==> src/iscs_hs_path.sv <==
/*
 * Package for the slow channel shuttle, plus the fast channel edge path:
 * transition pulses out, bistable level decoders in, and correction of those
 * decoders from the slow packet.
 * Assumes a single free running clock and synchronous inputs.
 */
`default_nettype none

package iscs_pkg;
    localparam int CLK_NS = 100;
    localparam int SLOW_N = 3;
    localparam int FAST_N = 4;
    localparam int PKT_W = SLOW_N + FAST_N;
    localparam int SLOW_LSB = 0;
    localparam int FAST_LSB = SLOW_N;
    // Sample slot of the free running pacing clock
    localparam int SLOT_NS = 1600;
    localparam int SLOT_CYC = (SLOT_NS + CLK_NS - 1) / CLK_NS;
    // Input to output delay window of a slow channel
    localparam int DELAY_MIN_NS = 100;
    localparam int DELAY_MAX_NS = 2600;
    // Fast channel quiet time before refresh correction applies
    localparam int REFRESH_NS = 1200;
    localparam int REFRESH_CYC = (REFRESH_NS + CLK_NS - 1) / CLK_NS;
    // Link silence before the far side is taken as unpowered
    localparam int WDOG_NS = 5000;
    localparam int WDOG_CYC = (WDOG_NS + CLK_NS - 1) / CLK_NS;
    localparam int TICK_W = 5;
    localparam int BIT_W = 3;
    localparam int WD_W = 6;
    localparam int IDLE_W = 4;
    localparam logic [TICK_W-1:0] TICK_LAST = TICK_W'(SLOT_CYC - 1);
    localparam logic [BIT_W-1:0] BIT_LAST = BIT_W'(PKT_W - 1);
    localparam logic [WD_W-1:0] WDOG_LAST = WD_W'(WDOG_CYC);
    localparam logic [IDLE_W-1:0] IDLE_LAST = IDLE_W'(REFRESH_CYC);
    typedef enum logic [1:0] {
        ST_WAIT = 2'b00,
        ST_TX = 2'b01,
        ST_RX = 2'b10
    } iscs_state_t;
endpackage : iscs_pkg

module iscs_hs_path
    import iscs_pkg::*;
(
    input wire logic i_clk,
    input wire logic i_reset_n,
    input wire logic [FAST_N-1:0] i_fast_in,
    output logic [FAST_N-1:0] o_set_pulse,
    output logic [FAST_N-1:0] o_clr_pulse,
    input wire logic [FAST_N-1:0] i_set_pulse,
    input wire logic [FAST_N-1:0] i_clr_pulse,
    input wire logic i_fix_valid,
    input wire logic [FAST_N-1:0] i_fix_level,
    output logic [FAST_N-1:0] o_level,
    output logic [FAST_N-1:0] o_fixed
);
    logic [FAST_N-1:0] in_prev_reg;
    logic [FAST_N-1:0] level_reg;
    logic [FAST_N-1:0] level_next;
    logic [FAST_N-1:0] fixed_reg;
    logic [FAST_N-1:0] fixed_next;
    logic [IDLE_W-1:0] idle_reg [FAST_N];
    logic [IDLE_W-1:0] idle_next [FAST_N];

    // One clock pulse per input transition
    assign o_set_pulse = i_fast_in & ~in_prev_reg;
    assign o_clr_pulse = ~i_fast_in & in_prev_reg;
    assign o_level = level_reg;
    assign o_fixed = fixed_reg;

    always_comb begin
        level_next = level_reg;
        fixed_next = '0;
        for (int i = 0; i < FAST_N; i++) begin
            idle_next[i] = idle_reg[i];
            if (i_set_pulse[i] || i_clr_pulse[i]) begin
                idle_next[i] = '0;
            end else if (idle_reg[i] != IDLE_LAST) begin
                idle_next[i] = idle_reg[i] + IDLE_W'(1);
            end
            if (i_set_pulse[i]) begin
                level_next[i] = 1'b1;
            end else if (i_clr_pulse[i]) begin
                level_next[i] = 1'b0;
            end else if (i_fix_valid && idle_reg[i] == IDLE_LAST && level_reg[i] != i_fix_level[i]) begin
                // Only a quiet channel is corrected, so an edge in flight never loses to a stale sample
                level_next[i] = i_fix_level[i];
                fixed_next[i] = 1'b1;
            end
        end
    end

    always_ff @(posedge i_clk or negedge i_reset_n) begin
        if (!i_reset_n) begin
            in_prev_reg <= '0;
            level_reg <= '0;
            fixed_reg <= '0;
            for (int i = 0; i < FAST_N; i++) begin
                idle_reg[i] <= '0;
            end
        end else begin
            in_prev_reg <= i_fast_in;
            level_reg <= level_next;
            fixed_reg <= fixed_next;
            for (int i = 0; i < FAST_N; i++) begin
                idle_reg[i] <= idle_next[i];
            end
        end
    end
endmodule : iscs_hs_path

`default_nettype wire

==> src/iscs_side.sv <==
/*
 * One isolated side of the slow channel shuttle: samples local inputs into a
 * packet, exchanges packets ping-pong with the far side, drives the slow
 * outputs, corrects fast channel levels and runs the silence watchdog.
 * Assumes the far side is an identical block with the opposite i_initiator.
 */
`default_nettype none

// Contract
// - Sample every fast and slow input at one instant and pack them.
// - Check received fast levels against decoders; route slow bits to outputs.
// - After one direction, sample the other side and send back; alternate forever.
// - Update all slow outputs from one packet on the same clock.
// - Pace sampling and exchange from a free running internal clock.
// - Slow channel delay lies between 0.1 and 2.6 microseconds.
// - Close edges split by a sample come out one period apart.
// - Edges within one sample interval leave on the same instant.
// - Edges separated by the minimum skew never swap order.
// - A fast input transition makes a short pulse setting a bistable decoder.
// - Quiet fast inputs get periodic level refresh over the slow path.
// - No pulses for about 5 microseconds forces local outputs to high impedance.
module iscs_side
    import iscs_pkg::*;
(
    input wire logic i_clk,
    input wire logic i_reset_n,
    input wire logic i_initiator,
    input wire logic [SLOW_N-1:0] i_slow_in,
    output logic [SLOW_N-1:0] o_slow_out,
    output logic o_slow_oe,
    input wire logic [FAST_N-1:0] i_fast_in,
    output logic [FAST_N-1:0] o_fast_out,
    output logic o_fast_oe,
    output logic [FAST_N-1:0] o_hs_set_pulse,
    output logic [FAST_N-1:0] o_hs_clr_pulse,
    input wire logic [FAST_N-1:0] i_hs_set_pulse,
    input wire logic [FAST_N-1:0] i_hs_clr_pulse,
    output logic o_link_tx_bit,
    output logic o_link_tx_valid,
    input wire logic i_link_rx_bit,
    input wire logic i_link_rx_valid,
    output logic [FAST_N-1:0] o_dc_fix
);
    iscs_state_t state_reg;
    iscs_state_t state_next;
    logic [TICK_W-1:0] tick_reg;
    logic [TICK_W-1:0] tick_next;
    logic tick;
    logic [BIT_W-1:0] bit_cnt_reg;
    logic [BIT_W-1:0] bit_cnt_next;
    logic [PKT_W-1:0] tx_shift_reg;
    logic [PKT_W-1:0] tx_shift_next;
    logic [PKT_W-1:0] rx_shift_reg;
    logic [PKT_W-1:0] rx_shift_next;
    logic [PKT_W-1:0] sample;
    logic [SLOW_N-1:0] slow_out_reg;
    logic [SLOW_N-1:0] slow_out_next;
    logic [WD_W-1:0] wd_cnt_reg;
    logic [WD_W-1:0] wd_cnt_next;
    logic wd_expired;
    logic alive_reg;
    logic alive_next;
    logic rx_done;
    logic [FAST_N-1:0] fast_level;

    // Free running pacing clock, never reset by link activity
    assign tick = (tick_reg == TICK_LAST);
    // One slot of pacing bounds the slow channel delay window
    assign tick_next = tick ? '0 : tick_reg + TICK_W'(1);

    // All inputs caught in one flop load; edges in one slot leave together
    assign sample = {i_fast_in, i_slow_in};
    assign wd_expired = (wd_cnt_reg == WDOG_LAST);

    always_comb begin
        state_next = state_reg;
        bit_cnt_next = bit_cnt_reg;
        tx_shift_next = tx_shift_reg;
        rx_shift_next = rx_shift_reg;
        slow_out_next = slow_out_reg;
        rx_done = 1'b0;
        case (state_reg)
            ST_WAIT: begin
                if (!i_initiator) begin
                    state_next = ST_RX;
                end else if (tick) begin
                    tx_shift_next = sample;
                    bit_cnt_next = '0;
                    state_next = ST_TX;
                end
            end
            ST_TX: begin
                tx_shift_next = tx_shift_reg >> 1;
                if (bit_cnt_reg == BIT_LAST) begin
                    bit_cnt_next = '0;
                    state_next = ST_RX;
                end else begin
                    bit_cnt_next = bit_cnt_reg + BIT_W'(1);
                end
            end
            ST_RX: begin
                if (i_link_rx_valid) begin
                    rx_shift_next = {i_link_rx_bit, rx_shift_reg[PKT_W-1:1]};
                    if (bit_cnt_reg == BIT_LAST) begin
                        rx_done = 1'b1;
                        bit_cnt_next = '0;
                        // Whole packet lands at once: order kept, close edges pushed a slot apart
                        slow_out_next = rx_shift_next[SLOW_LSB +: SLOW_N];
                        if (i_initiator) begin
                            state_next = ST_WAIT;
                        end else begin
                            tx_shift_next = sample;
                            state_next = ST_TX;
                        end
                    end else begin
                        bit_cnt_next = bit_cnt_reg + BIT_W'(1);
                    end
                end else if (wd_expired) begin
                    // A dead partner must not hang the initiator's schedule
                    bit_cnt_next = '0;
                    if (i_initiator) begin
                        state_next = ST_WAIT;
                    end
                end
            end
            default: begin
                state_next = ST_WAIT;
                bit_cnt_next = '0;
            end
        endcase
    end

    always_comb begin
        wd_cnt_next = wd_cnt_reg;
        if (i_link_rx_valid) begin
            wd_cnt_next = '0;
        end else if (!wd_expired) begin
            wd_cnt_next = wd_cnt_reg + WD_W'(1);
        end
        alive_next = alive_reg;
        if (rx_done) begin
            alive_next = 1'b1;
        end else if (wd_expired) begin
            alive_next = 1'b0;
        end
    end

    always_ff @(posedge i_clk or negedge i_reset_n) begin
        if (!i_reset_n) begin
            state_reg <= ST_WAIT;
            tick_reg <= '0;
            bit_cnt_reg <= '0;
            tx_shift_reg <= '0;
            rx_shift_reg <= '0;
            slow_out_reg <= '0;
            wd_cnt_reg <= '0;
            alive_reg <= 1'b0;
        end else begin
            state_reg <= state_next;
            tick_reg <= tick_next;
            bit_cnt_reg <= bit_cnt_next;
            tx_shift_reg <= tx_shift_next;
            rx_shift_reg <= rx_shift_next;
            slow_out_reg <= slow_out_next;
            wd_cnt_reg <= wd_cnt_next;
            alive_reg <= alive_next;
        end
    end

    iscs_hs_path u_hs_path (
        .i_clk(i_clk),
        .i_reset_n(i_reset_n),
        .i_fast_in(i_fast_in),
        .o_set_pulse(o_hs_set_pulse),
        .o_clr_pulse(o_hs_clr_pulse),
        .i_set_pulse(i_hs_set_pulse),
        .i_clr_pulse(i_hs_clr_pulse),
        .i_fix_valid(rx_done),
        .i_fix_level(rx_shift_next[FAST_LSB +: FAST_N]),
        .o_level(fast_level),
        .o_fixed(o_dc_fix)
    );

    assign o_link_tx_bit = tx_shift_reg[0];
    assign o_link_tx_valid = (state_reg == ST_TX);
    assign o_slow_out = slow_out_reg;
    assign o_fast_out = fast_level;
    // Outputs float until the first packet proves the far side is powered
    assign o_slow_oe = alive_reg;
    assign o_fast_oe = alive_reg;

    a_tick_period: assert property (@(posedge i_clk) disable iff (!i_reset_n)
        tick |=> (!tick) [*8] ##7 (!tick) ##1 tick)
        else $error("pacing tick period wrong");

    a_tx_sample: assert property (@(posedge i_clk) disable iff (!i_reset_n)
        (state_reg == ST_WAIT && i_initiator && tick) |=> tx_shift_reg == $past(sample))
        else $error("packet does not hold the sampled inputs");

    a_tx_burst: assert property (@(posedge i_clk) disable iff (!i_reset_n)
        $rose(o_link_tx_valid) |-> o_link_tx_valid [*7] ##1 !o_link_tx_valid)
        else $error("packet length is not seven bits");

    a_out_update: assert property (@(posedge i_clk) disable iff (!i_reset_n)
        rx_done |=> o_slow_out == $past(rx_shift_next[SLOW_LSB +: SLOW_N]))
        else $error("slow outputs not updated from packet");

    a_out_hold: assert property (@(posedge i_clk) disable iff (!i_reset_n)
        !rx_done |=> $stable(o_slow_out))
        else $error("slow outputs changed without a packet");

    a_ping_pong: assert property (@(posedge i_clk) disable iff (!i_reset_n)
        (rx_done && !i_initiator) |=> state_reg == ST_TX ##7 state_reg == ST_RX)
        else $error("responder did not answer");

    a_tx_paced: assert property (@(posedge i_clk) disable iff (!i_reset_n)
        (state_reg == ST_TX && $past(state_reg) == ST_WAIT) |-> $past(tick))
        else $error("initiator sent off the pacing tick");

    a_wd_hiz: assert property (@(posedge i_clk) disable iff (!i_reset_n)
        (wd_cnt_reg == WDOG_LAST && !i_link_rx_valid) |=> !o_slow_oe && !o_fast_oe)
        else $error("watchdog did not float outputs");
endmodule : iscs_side

`default_nettype wire
==> config.mk <==
export PLATFORM = sky130hd
export DESIGN_NAME = iscs_side
export DESIGN_NICKNAME = d
export VERILOG_FILES = /design/src/iscs_hs_path.sv /design/src/iscs_side.sv
export SDC_FILE = /design/constraint.sdc
export NUM_CORES = 1
export LEC_CHECK = 0
export BUFFER_PORTS_ARGS = -buffer_cell sky130_fd_sc_hd__buf_2
export CORE_ASPECT_RATIO = 1.5
export CORE_MARGIN = 2
export CORE_UTILIZATION = 50
export DETAILED_ROUTE_END_ITERATION = 12
export PLACE_DENSITY_LB_ADDON = 0.08
export SETUP_SLACK_MARGIN = 0.4
export SLEW_MARGIN = 20
export SYNTH_ARGS = -nofsm -noshare
export SYNTH_HDL_FRONTEND = slang
export SYNTH_SLANG_ARGS = --single-unit
==> constraint.sdc <==
create_clock -name i_clk -period 3.12 [get_ports i_clk]
set_input_delay 0.312 -clock i_clk [delete_from_list [all_inputs] [get_ports i_clk]]
set_output_delay 0.312 -clock i_clk [all_outputs]
set_load 0.01 [all_outputs]
==> run summary, run 1 <==
Remaining Overflow, GRT - 0
Chip width - 67.3 um
Layout area overhead - 14.7%
Die ar. - 6660 um^2
Mapped Nets - 296
Largest net degree at the start of global routing - 41
Worst Tran Pin Value - 865 ps
Final setup violation count - 0
Diode count - 0
Gr usage total - 18.5%
Ys flop type - dfrtp_1
Root Buffer - clkbuf_8
Register area share after synthesis - 50.8%
Post-synthesis cell count - 261
VDD IR max - 0.000358 V
Hold Slack - 93.2 ps
Initial antenna violation count - 0
Maximum clock insertion buffer count - 2
Clk sinks - 61
Final Hold Fails - 0
Drt drc - 0
Clock Skews - 5.10 ps
Rel. slew slack - 42.3%
Post-CTS Resized - 0
Pwr/cell area - 640 nW/um^2
Status - finished clean
Starting Density - 52.0%
Yosys warns - 0
Core area - 5790 um^2
Port Buf Inserts - 42
Fin Setup TNS - 0 ps
Vias per cell - 5.26
GPL Wtd Cong - 0.761
Hpwl dp - 3840 um
Vias in the first global route - 2020
Number of flip-flops in the largest register - 16
Cell count after placement - 370
Setup CP Type - reg -> reg
Crit-path max FO - 13
Worst EP arrival - 2480 ps
Via count - 2025
Final WL - 5160 um
# IOs - 43
Req. time, crit path - 3340 ps
Drt wl/cell - 13.4 um
Post-CTS setup buffers - 0
Final min period - 2260 ps
Fin util - 59.6%
Synth unique cells - 42
Seq cells post-synth - 61
Worst Hold Class - in -> async
Fmax - 0.442 GHz
Setup crit start kind - flop
Post-Layout Cell Count - 385
Initial DRC count - 82
Crit. End Element - flop
H-tree depth - 3
Drt pass-1 iters - 4
RSZ-0062 raised after global routing - no
Nets - 344
Mapped Avg Cell Area - 11.5 um^2
Total CTS buffers - 9
Max cap viols - 0
Die Y - 99.0 um
Async S/R FF share, synth - 100%
Antenna Nets Post-Route - 0
Final slew viol count - 0
First-pass GRT wire length - 9100 um
Number of flops mapped to enable cells by yosys - 0
CTS clk-pin slew, worst paths - 60 ps
Clk_lat worst skew - 330 ps
CTS tree - done
Synthesized cell area - 3010 um^2
Ratio of final minimum period to clock period - 72.5%
Fraction of layout cells with a size suffix above 1 - 26.2%
Leakage - 0.00168 uW
Hold-fix buffers at CTS - 0
Rows - 34
==> cells by family (layout without fill, tap and decap cells) <==
family / after synthesis / after routing / share of synthesized area, %
flops: 61 / 61 / 50.8
xor+xnor: 19 / 19 / 5.53
fa+ha+maj: 15 / 15 / 6.24
buf+inv: 23 / 75 / 3.54
simple gates: 77 / 77 / 13.9
compound gates: 38 / 38 / 8.82
mux: 28 / 28 / 11.2
==> cells in the mapped netlist, types with 5 or more instances <==
library cell  number  share of area, %
nand3_1           12               2.0
mux2_4             7               3.5
a21oi_1            8               1.3
xor2_1            10               2.9
nor2b_1           11               2.3
ha_1              15               6.2
xnor2_1            9               2.6
nand2_1            6              0.75
inv_1             17               2.1
dfrtp_1           61                51
and3_1             5               1.0
nor2_1            16               2.0
nor3_1            16               2.7
mux2_2            17               6.4
==> critical path, cell delays in order (launching register included) <==
cell and delay, ps:
dfrtp_1 420, inv_1 110, ha_1 310, nand2_2 250, o32a_1 390, o21a_1 320, mux2_4 360
==> cell type report <==
cell class | count | area, um^2
timing repair buffer | 43 | 218
clock buffer | 14 | 173
multi-input combinational | 177 | 1370
tap | 72 | 90.1
inverter | 17 | 63.8
sequential | 61 | 1530
fill | 519 | 2340
clock inverter | 1 | 5.00
==> stage by stage <==
step / area (um^2) / total power, uW / setup WS (ps)
floorplan: 3010 / 1460 / 1210
global placement: 3270 / 1590 / 904
detailed placement: 3270 / 1610 / 848
CTS: 3450 / 2240 / 842
global route: 3450 / 2370 / 653
finish: 3450 / 2210 / 858
==> worst paths after layout <==
check	from	end	slack, ps	depth (start not counted)
max	state_reg[0]	tx_shift_reg[0]	860	6
max in group asynchronous	i_reset_n	u_hs_path.in_prev_reg[0]	2240	2
min reg2reg	tick_reg[0]	tick_reg[0]	460	1
min	i_reset_n	o_slow_out[0]	90	1
min in group i_clk	i_fast_in[1]	u_hs_path.in_prev_reg[1]	120	1
max reg2reg	state_reg[0]	tx_shift_reg[0]	860	6
==> where the power goes <==
group          switching [uW]  internal [uW]  total, uW  leakage (uW)
Sequential               83.6            911        995      0.000790
Clock                     277            348        625     0.0000926
Combinational             273            316        589      0.000796
==> cell usage in the layout, fill, tap and decap left out, types with 3 or more instances in the layout <==
| master | instances |
|---|---|
| ha_1 | 15 |
| inv_1 | 17 |
| nor2b_1 | 11 |
| a21boi_0 | 3 |
| nand2_1 | 6 |
| o21ai_0 | 3 |
| xor2_1 | 10 |
| and3_1 | 5 |
| dfrtp_1 | 61 |
| nor3_1 | 16 |
| o21bai_1 | 4 |
| mux2i_1 | 4 |
| clkbuf_8 | 12 |
| mux2_4 | 7 |
| a31oi_1 | 4 |
| nand3_1 | 12 |
| mux2_2 | 17 |
| xnor2_1 | 9 |
| a21oi_1 | 8 |
| nor2_1 | 16 |
| a211oi_1 | 3 |
| buf_2 | 42 |
==> metal layers <==
layer  up-vias  global-route usage [%]  wire length (um)
met1       972                    23.1              2180
met5         -                       0                 0
met4         0                    8.01               101
met3         7                    6.85               200
li1       1010                       -                 -
met2        36                    28.5              2670
Power figures use the tool's default switching activity.
==> run 2: changes to the inputs <==
clock period = 2.1 ns   (was 3.12 ns; I/O delays follow)
==> run summary, run 2 (same netlist as run 1, synthesis figures left out) <==
Gr usage total - 18.8%
Diode count - 0
Fillers - 467
R2r setup slk - 350 ps
Clk_lat worst skew - 340 ps
Top delay family on crit path - compound AO/OA/AOI/OAI gates
R2R depth - 6
Leakage - 0.00178 uW
Antenna Nets Post-Route - 0
Layout area overhead - 22.8%
Worst EP arrival - 1970 ps
CP Launch Point - state_reg[0]
Reg2reg end - tx_shift_reg[0]
Final slew viol count - 0
Final setup violation count - 0
Hpwl dp - 3790 um
Number of flip-flops in the largest register - 16
Logic gate share of total power - 33.1%
RSZ-0062 raised after global routing - yes
CP max stage delay - 440 ps
Buf/Inv on CP - 1
Hold-critical path depth - 1
Final Hold Fails - 0
First-pass GRT wire length - 9470 um
Fmax - 0.570 GHz
Die Y - 99.0 um
Crit-path max FO - 7
Fin util - 63.8%
Sw Ratio - 30.2%
Vias per cell - 5.40
Critical-path cell list - inv_2 > ha_4 > nand2_4 > o32a_1 > o21a_4 > mux2_4
Storage element area - 1530 um^2
CTS clk-pin slew, worst paths - 70 ps
Initial antenna violation count - 0
CTS tree - done
Core area - 5790 um^2
CP endpoint - tx_shift_reg[0]
Final min period - 1750 ps
Initial DRC count - 130
Rel. slew slack - 70.8%
Setup WS post-layout - 345 ps
Internal power - 2480 uW
Fin Setup TNS - 0 ps
Slowest stage cell, crit path - dfrtp_2
Drt pass-1 iters - 4
Most frequent cells in the layout - dfrtp_1 (60), buf_2 (42), buf_4 (16)
Remaining Overflow, GRT - 0
Chip width - 67.3 um
GPL Wtd Cong - 0.729
VDD IR max - 0.000529 V
Nets - 363
Setup Slack @ Placement - 180 ps
NetSw - 1080 uW
Worst Hold Class - in -> reg
Pwr/cell area - 964 nW/um^2
H-tree depth - 3
Sequential power share - 41.9%
WP depth - 6
Setup CP Type - reg -> reg
Status - finished clean
Port Buf Inserts - 42
Max cap viols - 0
Fraction of layout cells with a size suffix above 1 - 34.9%
Req. time, crit path - 2320 ps
Die ar. - 6660 um^2
Via count - 2181
Maximum clock insertion buffer count - 2
Worst Tran Pin Value - 439 ps
Leading cell type in the layout, fill and taps excluded - dfrtp_1
Crit. End Element - flop
# IOs - 43
Worst r2r src - state_reg[0]
Starting Density - 52.0%
Final WL - 5610 um
Rows - 34
Total CTS buffers - 9
Setup crit start kind - flop
Root Buffer - clkbuf_8
Power, Total - 3560 uW
Multi-input gate area - 1450 um^2
Ratio of final minimum period to clock period - 83.6%
Placed Area - 3310 um^2
Clk pwr share - 25.1%
Clk sinks - 61
Clock Skews - 11.1 ps
Drt wl/cell - 13.9 um
Vias in the first global route - 2120
Post-route cell area - 3690 um^2
Drt drc - 0
Largest net degree at the start of global routing - 44
[run 2: power by group through the flow]
| stage | Sequential, uW | Clock (uW) | Combinational (uW) |
|---|---|---|---|
| 4_1_cts | 1490 | 911 | 1110 |
| 3_3_place_gp | 1500 | 0 | 893 |
| 6_report | 1490 | 892 | 1180 |
| 2_1_floorplan | 1470 | 0 | 734 |
| 5_1_grt | 1520 | 966 | 1280 |
| 3_5_place_dp | 1510 | 0 | 910 |
[run 2: cell type report]
class	instances	share of cell area [%]
well taps	72	2.44
repair buffers	62	10.7
clock buffers	11	3.83
clock inverters	4	0.678
multi-input cells	177	39.3
flip-flops and latches	61	41.4
inverters	17	1.73
[run 2: worst min-delay path by stage]
stage / from / end / slack [ps]
after floorplan: i_reset_n / bit_cnt_reg[0] / -90
after global placement: i_reset_n / wd_cnt_reg[0] / 180
after detailed placement: i_reset_n / wd_cnt_reg[0] / 180
after CTS: i_fast_in[3] / u_hs_path.in_prev_reg[3] / 6
after global routing: i_fast_in[2] / u_hs_path.in_prev_reg[2] / 8
final: i_fast_in[3] / u_hs_path.in_prev_reg[3] / 10
[run 2: routing by layer]
metal	GRT usage, %	vias up	routed length (um)
li1	-	1052	-
met1	23.8	1071	2360
met2	30.1	49	2910
met3	5.02	9	234
met4	7.54	0	108
met5	0	-	0
[run 2: what timing repair did]
action	CTS	global route
hold endpoints to repair	18	0
gates resized for setup	15	4
pin swaps	6	2
hold buffers	1	0
setup buffers	12	5
setup endpoints to repair	18	21
[run 2: per-stage QoR]
step / instances / hold WS, ps
final: 404 / 13.8
after global placement: 371 / 178
after CTS: 399 / 6.00
after floorplan: 261 / -85.6
after detailed placement: 371 / 179
after global routing: 404 / 7.79
